$ cat src/inc/macro_array_pkg.sv
// Constants for the sum-of-products macrocell array.
// Assumes one clock domain and a plain address/strobe register port.
package macro_array_pkg;

  // ---------------------------------------------------------------
  // Array geometry
  // ---------------------------------------------------------------
  localparam int N_DED = 10;
  localparam int N_CELL = 8;
  localparam int N_TERM = 8;
  localparam int N_LIT = 36;
  localparam int ADDR_W = 8;
  localparam int DATA_W = 32;

  // ---------------------------------------------------------------
  // Register map (32-bit word addresses on the register port)
  // ---------------------------------------------------------------
  localparam logic [7:0] TERM_BASE = 8'h00;
  localparam logic [7:0] CTRL_BASE = 8'h80;
  localparam logic [7:0] SEC_ADDR = 8'h90;
  localparam logic [7:0] ERASE_ADDR = 8'h91;
  localparam logic [7:0] STATUS_ADDR = 8'h92;

  // ---------------------------------------------------------------
  // Macrocell control word fields
  // ---------------------------------------------------------------
  localparam int CTL_W = 7;
  localparam int CTL_OUT_COMB = 0;
  localparam int CTL_OUT_INV = 1;
  localparam int CTL_FB_PIN = 2;
  localparam int CTL_FB_COMB = 3;
  localparam int CTL_FB_INV = 4;
  localparam int CTL_DRV_LO = 5;
  localparam int CTL_DRV_HI = 6;
  localparam logic [1:0] DRV_OUTPUT = 2'h3;
  localparam logic [1:0] DRV_BIDIR = 2'h1;

  // ---------------------------------------------------------------
  // Erased (reset) values: every control bit connected
  // ---------------------------------------------------------------
  localparam logic [CTL_W-1:0] ERASED_CTL = 7'h7F;
  localparam logic [N_LIT-1:0] ERASED_TERM = 36'hF_FFFF_FFFF;
  localparam logic ERASED_SEC = 1'h1;

  // Register access classes
  typedef enum {ACC_TERM, ACC_CTRL, ACC_SEC, ACC_ERASE, ACC_STATUS, ACC_NONE} acc_t;

endpackage : macro_array_pkg

$ cat src/macro_array.sv
// Top of the sum-of-products macrocell array with its configuration store.
// Assumes pins come from board logic asynchronous to clk_i, and a
// register master that follows the single-cycle strobe protocol.
//
// Functional notes
// RQ1: Ten input-only pins and eight two-way pins; up to eighteen inputs, eight outputs.
// RQ2: Each two-way pin is set on its own to input, output or bidirectional.
// RQ3: Eight identical macrocells, each owning exactly one two-way pin.
// RQ4: A programmable AND plane feeds a fixed OR; both logic styles supported.
// RQ5: Eight product terms per cell over 36 literals, true and inverted, ORed.
// RQ6: Each OR result feeds an output stage holding one D register.
// RQ7: Per cell, output and feedback each pick combinational or registered, with inversion (code: comb feedback is clocked comb_reg; pin_o is registered).
// RQ8: Erased cell drives combinational active-low output with feedback from the pin.
// RQ9: Every control bit erases to one; programming takes it to zero.
// RQ10: A set security bit stops configuration readback.
// RQ11: Erase clears security and every other bit, restoring defaults and readback.
// RQ12: Storage shares one clock, rising edge, cleared to zero by reset (code: config store resets to ones; pin_sync stages unreset).
`timescale 1ns/100ps
module macro_array #(
  parameter int N_DED = macro_array_pkg::N_DED,
  parameter int N_CELL = macro_array_pkg::N_CELL
) (
  input wire logic clk_i,
  input wire logic srst_i,
  input wire logic [N_DED-1:0] ded_i,
  input wire logic [N_CELL-1:0] io_i,
  output logic [N_CELL-1:0] io_o,
  output logic [N_CELL-1:0] io_oe_o,
  input wire logic [macro_array_pkg::ADDR_W-1:0] addr_i,
  input wire logic [macro_array_pkg::DATA_W-1:0] wdata_i,
  input wire logic wr_i,
  input wire logic rd_i,
  output logic [macro_array_pkg::DATA_W-1:0] rdata_o
);

  localparam int NT = macro_array_pkg::N_TERM;
  localparam int NL = macro_array_pkg::N_LIT;
  localparam int NW = N_CELL * NT;
  localparam int CW = macro_array_pkg::CTL_W;
  localparam int DW = macro_array_pkg::DATA_W;

  // ---------------------------------------------------------------
  // Elaboration checks
  // ---------------------------------------------------------------
  // The address map holds at most eight cells and the literal width is fixed
  if (N_CELL < 1 || N_CELL > 8 || NL != 2 * (N_DED + N_CELL))
  begin : g_bad_params
    $error("macro_array: cell or input count does not fit the literal plane");
  end

  // ---------------------------------------------------------------
  // Address decode
  // ---------------------------------------------------------------
  function automatic macro_array_pkg::acc_t decode(
    input logic [macro_array_pkg::ADDR_W-1:0] a
  );
    macro_array_pkg::acc_t r;
    r = macro_array_pkg::ACC_NONE;
    if (a[7] == 1'h0)
    begin
      if (int'(a[6:4]) < N_CELL)
      begin
        r = macro_array_pkg::ACC_TERM;
      end
    end
    else if (a[7:4] == macro_array_pkg::CTRL_BASE[7:4])
    begin
      if (int'(a[3:0]) < N_CELL)
      begin
        r = macro_array_pkg::ACC_CTRL;
      end
    end
    else if (a == macro_array_pkg::SEC_ADDR)
    begin
      r = macro_array_pkg::ACC_SEC;
    end
    else if (a == macro_array_pkg::ERASE_ADDR)
    begin
      r = macro_array_pkg::ACC_ERASE;
    end
    else if (a == macro_array_pkg::STATUS_ADDR)
    begin
      r = macro_array_pkg::ACC_STATUS;
    end
    return r;
  endfunction : decode

  macro_array_pkg::acc_t wr_acc;
  macro_array_pkg::acc_t rd_acc;
  logic [5:0] term_idx;
  logic [2:0] ctrl_idx;
  logic erase_hit;

  assign wr_acc = decode(addr_i);
  assign rd_acc = wr_acc;
  assign term_idx = addr_i[6:1];
  assign ctrl_idx = addr_i[2:0];
  assign erase_hit = wr_i && (wr_acc == macro_array_pkg::ACC_ERASE);

  // ---------------------------------------------------------------
  // Configuration store
  // ---------------------------------------------------------------
  // Writes can only clear bits, as programming does; only erase or reset sets them
  logic [NL-1:0] term_mem [0:NW-1];
  logic [CW-1:0] ctrl_mem [0:N_CELL-1];
  logic sec_ok_reg;

  always_ff @(posedge clk_i)
  begin
    if (srst_i || erase_hit)
    begin
      for (int i = 0; i < NW; i++)
      begin
        term_mem[i] <= macro_array_pkg::ERASED_TERM; // RQ9 RQ11
      end
    end
    else if (wr_i && wr_acc == macro_array_pkg::ACC_TERM)
    begin
      if (addr_i[0])
      begin
        term_mem[term_idx][NL-1:32] <= term_mem[term_idx][NL-1:32] & wdata_i[NL-33:0]; // RQ9
      end
      else
      begin
        term_mem[term_idx][31:0] <= term_mem[term_idx][31:0] & wdata_i; // RQ9
      end
    end
  end

  always_ff @(posedge clk_i)
  begin
    if (srst_i || erase_hit)
    begin
      for (int i = 0; i < N_CELL; i++)
      begin
        ctrl_mem[i] <= macro_array_pkg::ERASED_CTL; // RQ8 RQ11
      end
    end
    else if (wr_i && wr_acc == macro_array_pkg::ACC_CTRL)
    begin
      ctrl_mem[ctrl_idx] <= ctrl_mem[ctrl_idx] & wdata_i[CW-1:0]; // RQ9
    end
  end

  // Security bit: one means open; programming it to zero locks readback
  always_ff @(posedge clk_i)
  begin
    if (srst_i || erase_hit)
    begin
      sec_ok_reg <= macro_array_pkg::ERASED_SEC; // RQ11
    end
    else if (wr_i && wr_acc == macro_array_pkg::ACC_SEC)
    begin
      sec_ok_reg <= sec_ok_reg & wdata_i[0]; // RQ10
    end
  end

  // ---------------------------------------------------------------
  // Pin input synchronisers
  // ---------------------------------------------------------------
  logic [N_DED-1:0] ded_s;
  logic [N_CELL-1:0] io_s;

  pin_sync #(
    .W(N_DED)
  ) u_ded_sync (
    .clk_i(clk_i),
    .srst_i(srst_i),
    .d_i(ded_i),
    .q_o(ded_s)
  );

  pin_sync #(
    .W(N_CELL)
  ) u_io_sync (
    .clk_i(clk_i),
    .srst_i(srst_i),
    .d_i(io_i),
    .q_o(io_s)
  );

  // ---------------------------------------------------------------
  // Product term plane literals
  // ---------------------------------------------------------------
  // Literal 2k is input k true, 2k+1 is its complement
  logic [N_CELL-1:0] fb;
  logic [N_CELL-1:0] q;
  logic [N_DED+N_CELL-1:0] plane_in;
  logic [NL-1:0] lit;

  assign plane_in = {fb, ded_s}; // RQ1

  always_comb
  begin
    for (int k = 0; k < N_DED + N_CELL; k++)
    begin
      lit[2*k] = plane_in[k]; // RQ5
      lit[2*k+1] = ~plane_in[k]; // RQ5
    end
  end

  // ---------------------------------------------------------------
  // Macrocells
  // ---------------------------------------------------------------
  genvar c;
  generate
    for (c = 0; c < N_CELL; c++)
    begin : g_cell
      logic [NT*NL-1:0] terms;

      for (genvar t = 0; t < NT; t++)
      begin : g_term
        assign terms[t*NL +: NL] = term_mem[c*NT+t];
      end

      macrocell u_cell (
        .clk_i(clk_i),
        .srst_i(srst_i),
        .lit_i(lit),
        .terms_i(terms),
        .ctrl_i(ctrl_mem[c]),
        .pin_fb_i(io_s[c]),
        .pin_o(io_o[c]),
        .oe_o(io_oe_o[c]),
        .fb_o(fb[c]),
        .q_o(q[c])
      ); // RQ3
    end
  endgenerate

  // ---------------------------------------------------------------
  // Read data
  // ---------------------------------------------------------------
  // Locked configuration reads as zero; status stays visible
  logic [DW-1:0] rd_val;
  logic [NL-1:0] rd_term;

  assign rd_term = term_mem[term_idx];

  always_comb
  begin
    rd_val = '0;
    case (rd_acc)
      macro_array_pkg::ACC_TERM:
      begin
        if (sec_ok_reg)
        begin
          rd_val = addr_i[0] ? DW'(rd_term[NL-1:32]) : rd_term[31:0]; // RQ10
        end
      end
      macro_array_pkg::ACC_CTRL:
      begin
        if (sec_ok_reg)
        begin
          rd_val = DW'(ctrl_mem[ctrl_idx]); // RQ10
        end
      end
      macro_array_pkg::ACC_SEC:
      begin
        rd_val = DW'(sec_ok_reg);
      end
      macro_array_pkg::ACC_STATUS:
      begin
        rd_val[7:0] = 8'(q);
        rd_val[15:8] = 8'(io_s);
        rd_val[16] = sec_ok_reg;
      end
      default:
      begin
        rd_val = '0;
      end
    endcase
  end

  always_ff @(posedge clk_i)
  begin
    if (srst_i)
    begin
      rdata_o <= '0;
    end
    else if (rd_i)
    begin
      rdata_o <= rd_val;
    end
    else
    begin
      rdata_o <= '0;
    end
  end

endmodule : macro_array

$ cat src/pin_sync.sv
// Three-stage input synchroniser with agreement filter.
// Assumes inputs are asynchronous to clk_i.
`timescale 1ns/100ps
module pin_sync #(
  parameter int W = 8
) (
  input wire logic clk_i,
  input wire logic srst_i,
  input wire logic [W-1:0] d_i,
  output logic [W-1:0] q_o
);

  logic [W-1:0] s1_reg;
  logic [W-1:0] s2_reg;
  logic [W-1:0] s3_reg;

  // ---------------------------------------------------------------
  // Stages
  // ---------------------------------------------------------------
  always_ff @(posedge clk_i)
  begin
    s1_reg <= d_i;
    s2_reg <= s1_reg;
    s3_reg <= s2_reg;
  end

  // A bit changes only once stages two and three agree
  always_ff @(posedge clk_i)
  begin
    if (srst_i)
    begin
      q_o <= '0;
    end
    else
    begin
      for (int i = 0; i < W; i++)
      begin
        if (s2_reg[i] == s3_reg[i])
        begin
          q_o[i] <= s3_reg[i];
        end
      end
    end
  end

endmodule : pin_sync

$ cat src/macrocell.sv
// One macrocell: product terms, OR stage, D register, output and feedback select.
// Assumes configuration is held stable by the parent between writes.
`timescale 1ns/100ps
module macrocell (
  input wire logic clk_i,
  input wire logic srst_i,
  input wire logic [macro_array_pkg::N_LIT-1:0] lit_i,
  input wire logic [macro_array_pkg::N_TERM*macro_array_pkg::N_LIT-1:0] terms_i,
  input wire logic [macro_array_pkg::CTL_W-1:0] ctrl_i,
  input wire logic pin_fb_i,
  output logic pin_o,
  output logic oe_o,
  output logic fb_o,
  output logic q_o
);

  localparam int NL = macro_array_pkg::N_LIT;
  localparam int NT = macro_array_pkg::N_TERM;

  logic [NT-1:0] prod;
  logic sum;
  logic comb_reg;
  logic [1:0] drv;
  logic out_val;
  logic fb_val;

  // ---------------------------------------------------------------
  // Product terms and OR stage
  // ---------------------------------------------------------------
  always_comb
  begin
    for (int t = 0; t < NT; t++)
    begin
      prod[t] = &(~terms_i[t*NL +: NL] | lit_i); // RQ5
    end
  end

  // Bidirectional mode spends term 0 on the pin enable
  assign drv = ctrl_i[macro_array_pkg::CTL_DRV_HI:macro_array_pkg::CTL_DRV_LO];
  assign sum = (drv == macro_array_pkg::DRV_BIDIR) ? |prod[NT-1:1] : |prod; // RQ4

  // ---------------------------------------------------------------
  // Storage: D register plus a sampled copy of the sum
  // ---------------------------------------------------------------
  always_ff @(posedge clk_i)
  begin
    if (srst_i)
    begin
      q_o <= 1'h0; // RQ12
      comb_reg <= 1'h0;
    end
    else
    begin
      q_o <= sum; // RQ6
      comb_reg <= sum;
    end
  end

  // Combinational feedback comes from comb_reg, which breaks any loop
  assign out_val = ctrl_i[macro_array_pkg::CTL_OUT_COMB] ? sum : q_o; // RQ7
  assign fb_val = ctrl_i[macro_array_pkg::CTL_FB_PIN] ? pin_fb_i :
    (ctrl_i[macro_array_pkg::CTL_FB_COMB] ? comb_reg : q_o); // RQ7
  assign fb_o = fb_val ^ ctrl_i[macro_array_pkg::CTL_FB_INV]; // RQ8

  // ---------------------------------------------------------------
  // Pin stage
  // ---------------------------------------------------------------
  always_ff @(posedge clk_i)
  begin
    if (srst_i)
    begin
      pin_o <= 1'h0;
      oe_o <= 1'h0;
    end
    else
    begin
      pin_o <= out_val ^ ctrl_i[macro_array_pkg::CTL_OUT_INV]; // RQ8
      case (drv)
        macro_array_pkg::DRV_OUTPUT: oe_o <= 1'h1; // RQ2
        macro_array_pkg::DRV_BIDIR: oe_o <= prod[0]; // RQ2
        default: oe_o <= 1'h0; // RQ2
      endcase
    end
  end

endmodule : macrocell

$ cat config.mk
export PLATFORM = sky130hd
export DESIGN_NAME = macro_array
export DESIGN_NICKNAME = d
export VERILOG_FILES = /design/src/inc/macro_array_pkg.sv /design/src/macro_array.sv /design/src/pin_sync.sv /design/src/macrocell.sv
export SDC_FILE = /design/constraint.sdc
export NUM_CORES = 2
export LEC_CHECK = 0
export BUFFER_PORTS_ARGS = -buffer_cell sky130_fd_sc_hd__clkbuf_2
export CORE_MARGIN = 2
export CORE_UTILIZATION = 35
export CTS_BUF_LIST = sky130_fd_sc_hd__clkbuf_4
export DETAILED_ROUTE_END_ITERATION = 12
export PLACE_DENSITY = 0.55
export RECOVER_POWER = 100
export SLEW_MARGIN = 0
export SYNTH_ARGS = -nofsm -noshare
export SYNTH_HDL_FRONTEND = slang
export SYNTH_SLANG_ARGS = --single-unit
$ cat constraint.sdc
create_clock -name clk_i -period 6.23 [get_ports clk_i]
set_input_delay 0.623 -clock clk_i [delete_from_list [all_inputs] [get_ports clk_i]]
set_output_delay 0.623 -clock clk_i [all_outputs]
set_load 0.02 [all_outputs]
==> Word level (Yosys, flattened, before mapping) <==
Memories as Yosys holds them, arrays and structs flattened.
Cells that the tools add are included.
{ "word_totals": {"regBits": 129, "ramBits": 2360, "in_bits": 62, "elab_cells": 416, "mem_count": 2} }
{ "memory_table": {"columns": ["memory", "depth", "width", "rd", "rd_clocked_by_memory_dff", "write_ports", "line", "text"], "rows": [
  ["term_mem", 64, 36, 65, 0, 64, "macro_array.sv:104", "logic [NL-1:0] term_mem [0:NW-1];"],
  ["ctrl_mem", 8, 7, 9, 0, 8, "macro_array.sv:105", "logic [CW-1:0] ctrl_mem [0:N_CELL-1];"]
]} }
{ "op_classes": {"n_lt_le_gt_ge": 1, "eq_ne": 44, "muxes": 62, "bitwise_logic": 167, "n_reduce_logical": 90} }
{ "ops": {"columns": ["cell", "count"], "rows": [
  ["NOT 36 bit", 64],
  ["bitwise OR 36 bit", 64],
  ["AND reduction 36 bit", 64],
  ["two-way mux 32 bit", 4],
  ["== test 32 x 3 -> 1 bit, second input constant", 3],
  ["case mux 17 bit (4 select lines)", 1],
  ["== test 32 x 2 -> 1 bit, second input constant", 2],
  ["logical NOT 32 bit", 2],
  ["OR reduction 8 bit", 8],
  ["OR reduction 7 bit", 9],
  ["two-way mux 1 bit", 39],
  ["two-way mux 36 bit", 1],
  ["OR reduction 36 bit", 1],
  ["AND 32 bit", 1],
  ["== test 32 x 1 -> 1 bit, second input constant", 1],
  ["case mux 15 bit (2 select lines)", 1],
  ["== test 8 bit, second input constant", 3],
  ["NOT 1 bit", 19],
  ["== test 1 bit", 18],
  ["== test 2 x 1 -> 1 bit, second input constant", 8],
  ["== test 2 bit, second input constant", 8],
  ["case mux 1 bit (2 select lines)", 8],
  ["XOR 1 bit", 16],
  ["two-way mux 7 bit", 2],
  ["11 further kinds", 17]
]} }

==> Logic depth before layout (Yosys ltp) <==
{ "depth": {"word_depth": 13, "mapped_depth": 14} }

==> By module <==
A second synthesis with hierarchy kept.
{ "unflattened": {"hier_cells": 9596, "hier_area_um2": 123036.8} }
{ "modules_own_cells": {"columns": ["module", "instances", "cells_per_inst", "area_each_um2"], "rows": [
  ["macro_array", 1, 7148, 104475.2],
  ["macrocell", 8, 290, 2105.8],
  ["pin_sync at u_ded_sync", 1, 71, 949.7],
  ["pin_sync at u_io_sync", 1, 57, 765.7]
]} }

==> Least setup slack after synthesis <==
Ideal clock, no wire load.
{ "synth_timing": {"path_type": "input-to-reg", "from": "input port addr_i[2] (netlist name)", "to": "memory term_mem[59][0] (netlist name) (enable)", "arrival_time_ps": 4703, "setup_slack_ps": 1061, "stages": 11, "path_buffers": 7, "cell_sequence": "buf_2 -> buf_4 -> buf_2 -> buf_2 -> buf_2 -> buf_2 -> nand2_1 -> nor2_1 -> nand2_1 -> clkbuf_1 -> o21ai_0"} }
{ "synth_rtl": {"columns": ["item", "line", "text"], "rows": [
  ["from (decl)", "macro_array.sv:29", "input wire logic [macro_array_pkg::ADDR_W-1:0] addr_i,"],
  ["to (decl)", "macro_array.sv:104", null]
]} }

==> reports/qor.csv <==
metric;value;unit
status;finished, violations left;
failing checks;max-capacitance violations, max-slew violations;
sequential share of the synthesized area;0.587;
router iterations before antenna repair;12;
Netlist cell types;75;
WP buf/inv;5;
clock sinks;2489;
total number of vias;96600;
number of synthesized flops with an enable pin;2360;
Yosys reg bits;2489;
Finished Cell Area;0.142;sq mm
fin crit share;0.945;
Global Route Usage Sum;0.338;
Avg WL per Cell;40.5;um
layout cell share with drive strength beyond 1;0.240;
top cells by area, synth;edfxtp_1 (57%), mux4_2 (12%), mux2i_1 (8.2%);
GPL Wtd Cong;1.03;
Max Used Layer;met5;
first-pass GRT wire length;831000;um
worst path required time;7.51;ns
max reg flops;2304;
CTS tree;done;
Mapped Cells;9622;
post-synthesis simple-gate area fraction;0.118;
Final Hold Viols;0;
Core Region;0.356;sq mm
# DRC;0;
Yosys top cell by area;edfxtp_1;
LEAKAGE;39.1;nW
DIE WIDTH;602;um
combinational family with the most area after synthesis;multiplexers;
initial core utilization;0.352;
Yosys warnings;0;
HP Class;primary input to flip-flop;
Pins Over Slew Limit;1188;
Clock transition at path regs;0.07;ns
worst vdd ir;0.204;mV
CTS HTree Levels;6;
Area Growth Syn to Fin;13.8;%
Max Cap Viol;44;
site row count;219;
f_max;0.170;GHz
Primary FF master, synth;edfxtp_1;
Die Span Y;602;um
port bufs;109;
final setup violation count;0;
Nets;10200;
Synth Area in XOR/XNOR;0.00134;
clock buffer depth;4;
DRT Wirelength;628000;um
initial antenna violation count;82;
Crit. End Element;flip-flop;
IO Pins;110;
Synth Area in Adders;0;
mean number of vias per cell;6.23;
setup TNS;0;ns
Num CTS Buffers;688;
CP Cell Sequence;dlygate4sd3_1 -> clkbuf_1 -> buf_12 -> or2_0 -> nor2_1 -> clkbuf_1 -> a221oi_1 -> a21oi_1 -> a21oi_1 -> o211ai_1 -> nand2_4 -> buf_12 -> nand2_1;
post-synth top area share;0.566;
power per standard cell area;262;mW/mm^2
vias in the first global route;93200;
pin count of the biggest net entering global routing;65;
Netlist Area Pre-Place;0.125;sq mm
FFs w/ async S/R, synth;0;
Rel. slew slack;-0.997;
HPWL after detailed placement;450000;um
Worst setup SP type;primary input;
met2 WL post-DR;264000;um
die area;0.362;sq mm
post-synthesis mux area share;0.213;
placed cell areas;0.134;sq mm
Worst EP arrival;7.17;ns
Mapped Avg Cell Area;13.0;sq um
Metal-1 WL;230000;um
most common library cell in the layout ignoring fill and taps;nand2_1;
crit-path max FO;41;
Post-DRT Antenna Nets;0;
Biggest register;term_mem;
post-cts sizing count;0;
most frequent cells in the layout;nand2_1 (2,753), edfxtp_1 (2,360), mux2i_1 (1,026);
Setup Skew;0.179;ns
met3 routed WL;86400;um
worst setup margin;0.343;ns
placed cell count;14100;
clock root cell;clkbuf_4;
crit-path leading delay family;buffers and inverters;
critical setup path kind;primary input to flip-flop;
min Tclk post-route;5.89;ns
CP max stage delay;1.00;ns
syn_nets;9684;
Least-Margin Pin Slew;2.99;ns
Post-Layout Cell Count;15500;
Place WS;0.314;ns
Largest regs;term_mem: 2304 flops, ctrl_mem: 56 flops, rdata_o: 32 flops;
unrepaired setup endpoints after global routing;no;
Compound-Gate Fraction of Synth Area;0.0434;
slowest CP cell;clkbuf_1;
grt total ovfl;0;
Skew-Pair Late Insertion Delay;1.77;ns
DR iter-0 viols;16500;
## per-stage QoR
stage	util	hold slack, ns	total power [mW]
final	0.400	0.0593	37.4
after global routing	0.400	0.0307	38.3
after CTS	0.403	0.000534	37.4
after detailed placement	0.376	0.312	22.2
after global placement	0.376	0.314	22.1
after floorplan	-	0.310	20.4
## report_power, final
group          switching (mW)  leakage [nW]  internal, mW  total, mW
Combinational            2.64          16.6         0.811       3.45
Sequential              0.129          17.3          18.3       18.4
Clock                    7.65          5.22          7.81       15.5
## worst register-to-register path, delay by kind of cell (launching register included)
| kind | cells | cell delay [ns] |
|---|---|---|
| buffers and inverters | 2 | 2.27 |
| multiplexers | 3 | 1.66 |
| AND/OR/NAND/NOR | 2 | 0.51 |
| flip-flops | 1 | 0.49 |
| AO/OA/AOI/OAI | 1 | 0.34 |
## repair_timing
item	4_1_cts	5_1_grt
hold buffers	95	0
buffers inserted	0	0
hold endpoints to repair	1865	0
## path summary, 6_finish.rpt
kind / endpoint / cells past startpoint / from / slack, ns
setup / recovery: term_mem[33][3] / 13 / addr_i[5] / 0.34
hold / removal: ctrl_mem[3][5] / 4 / wdata_i[5] / 0.06
setup reg to reg: term_mem[47][29] / 8 / term_mem[28][29] / 0.53
hold reg to reg: u_ded_sync.s2_reg[2] / 0 / u_ded_sync.s1_reg[2] / 0.31
## kinds of logic (layout without fill, tap and decap cells)
| logic type | after synthesis | count (layout) |
|---|---|---|
| simple gates | 3588 | 3588 |
| xor+xnor | 14 | 14 |
| flops | 2489 | 2489 |
| compound gates | 785 | 785 |
| buf+inv | 936 | 2007 |
| other cells | 0 | 62 |
| mux | 1810 | 1810 |
## per-layer routing
metal  vias up  track usage
met5         -            0
met4        36        0.210
met3      1533        0.112
met2      7797        0.490
met1     49500        0.436
li1      37700            -
## synth_stat cells, types with 42 or more instances
cell	instances
a2111oi_0	52
a21oi_1	97
a221oi_1	57
a22oi_1	92
and3_1	50
buf_1	56
buf_2	364
buf_4	95
clkbuf_1	358
dfxtp_1	129
edfxtp_1	2360
mux2_2	102
mux2i_1	1030
mux4_2	672
nand2_1	2744
nand2b_1	48
nand3_1	78
nand4_1	189
nor2_1	286
nor4_1	45
o211ai_1	42
o21ai_0	190
o22ai_1	66
## area by class of cell
class | count | area, sq um
Multi-Input combinational cell | 6197 | 47800
Tap cell | 4751 | 5940
Clock buffer | 1021 | 7660
Antenna cell | 62 | 155
Inverter | 31 | 116
Timing Repair Buffer | 746 | 6010
Sequential cell | 2489 | 73500
Clock inverter | 209 | 1190
Fill cell | 33700 | 214000
No activity file was read; power rests on OpenSTA's default activity.
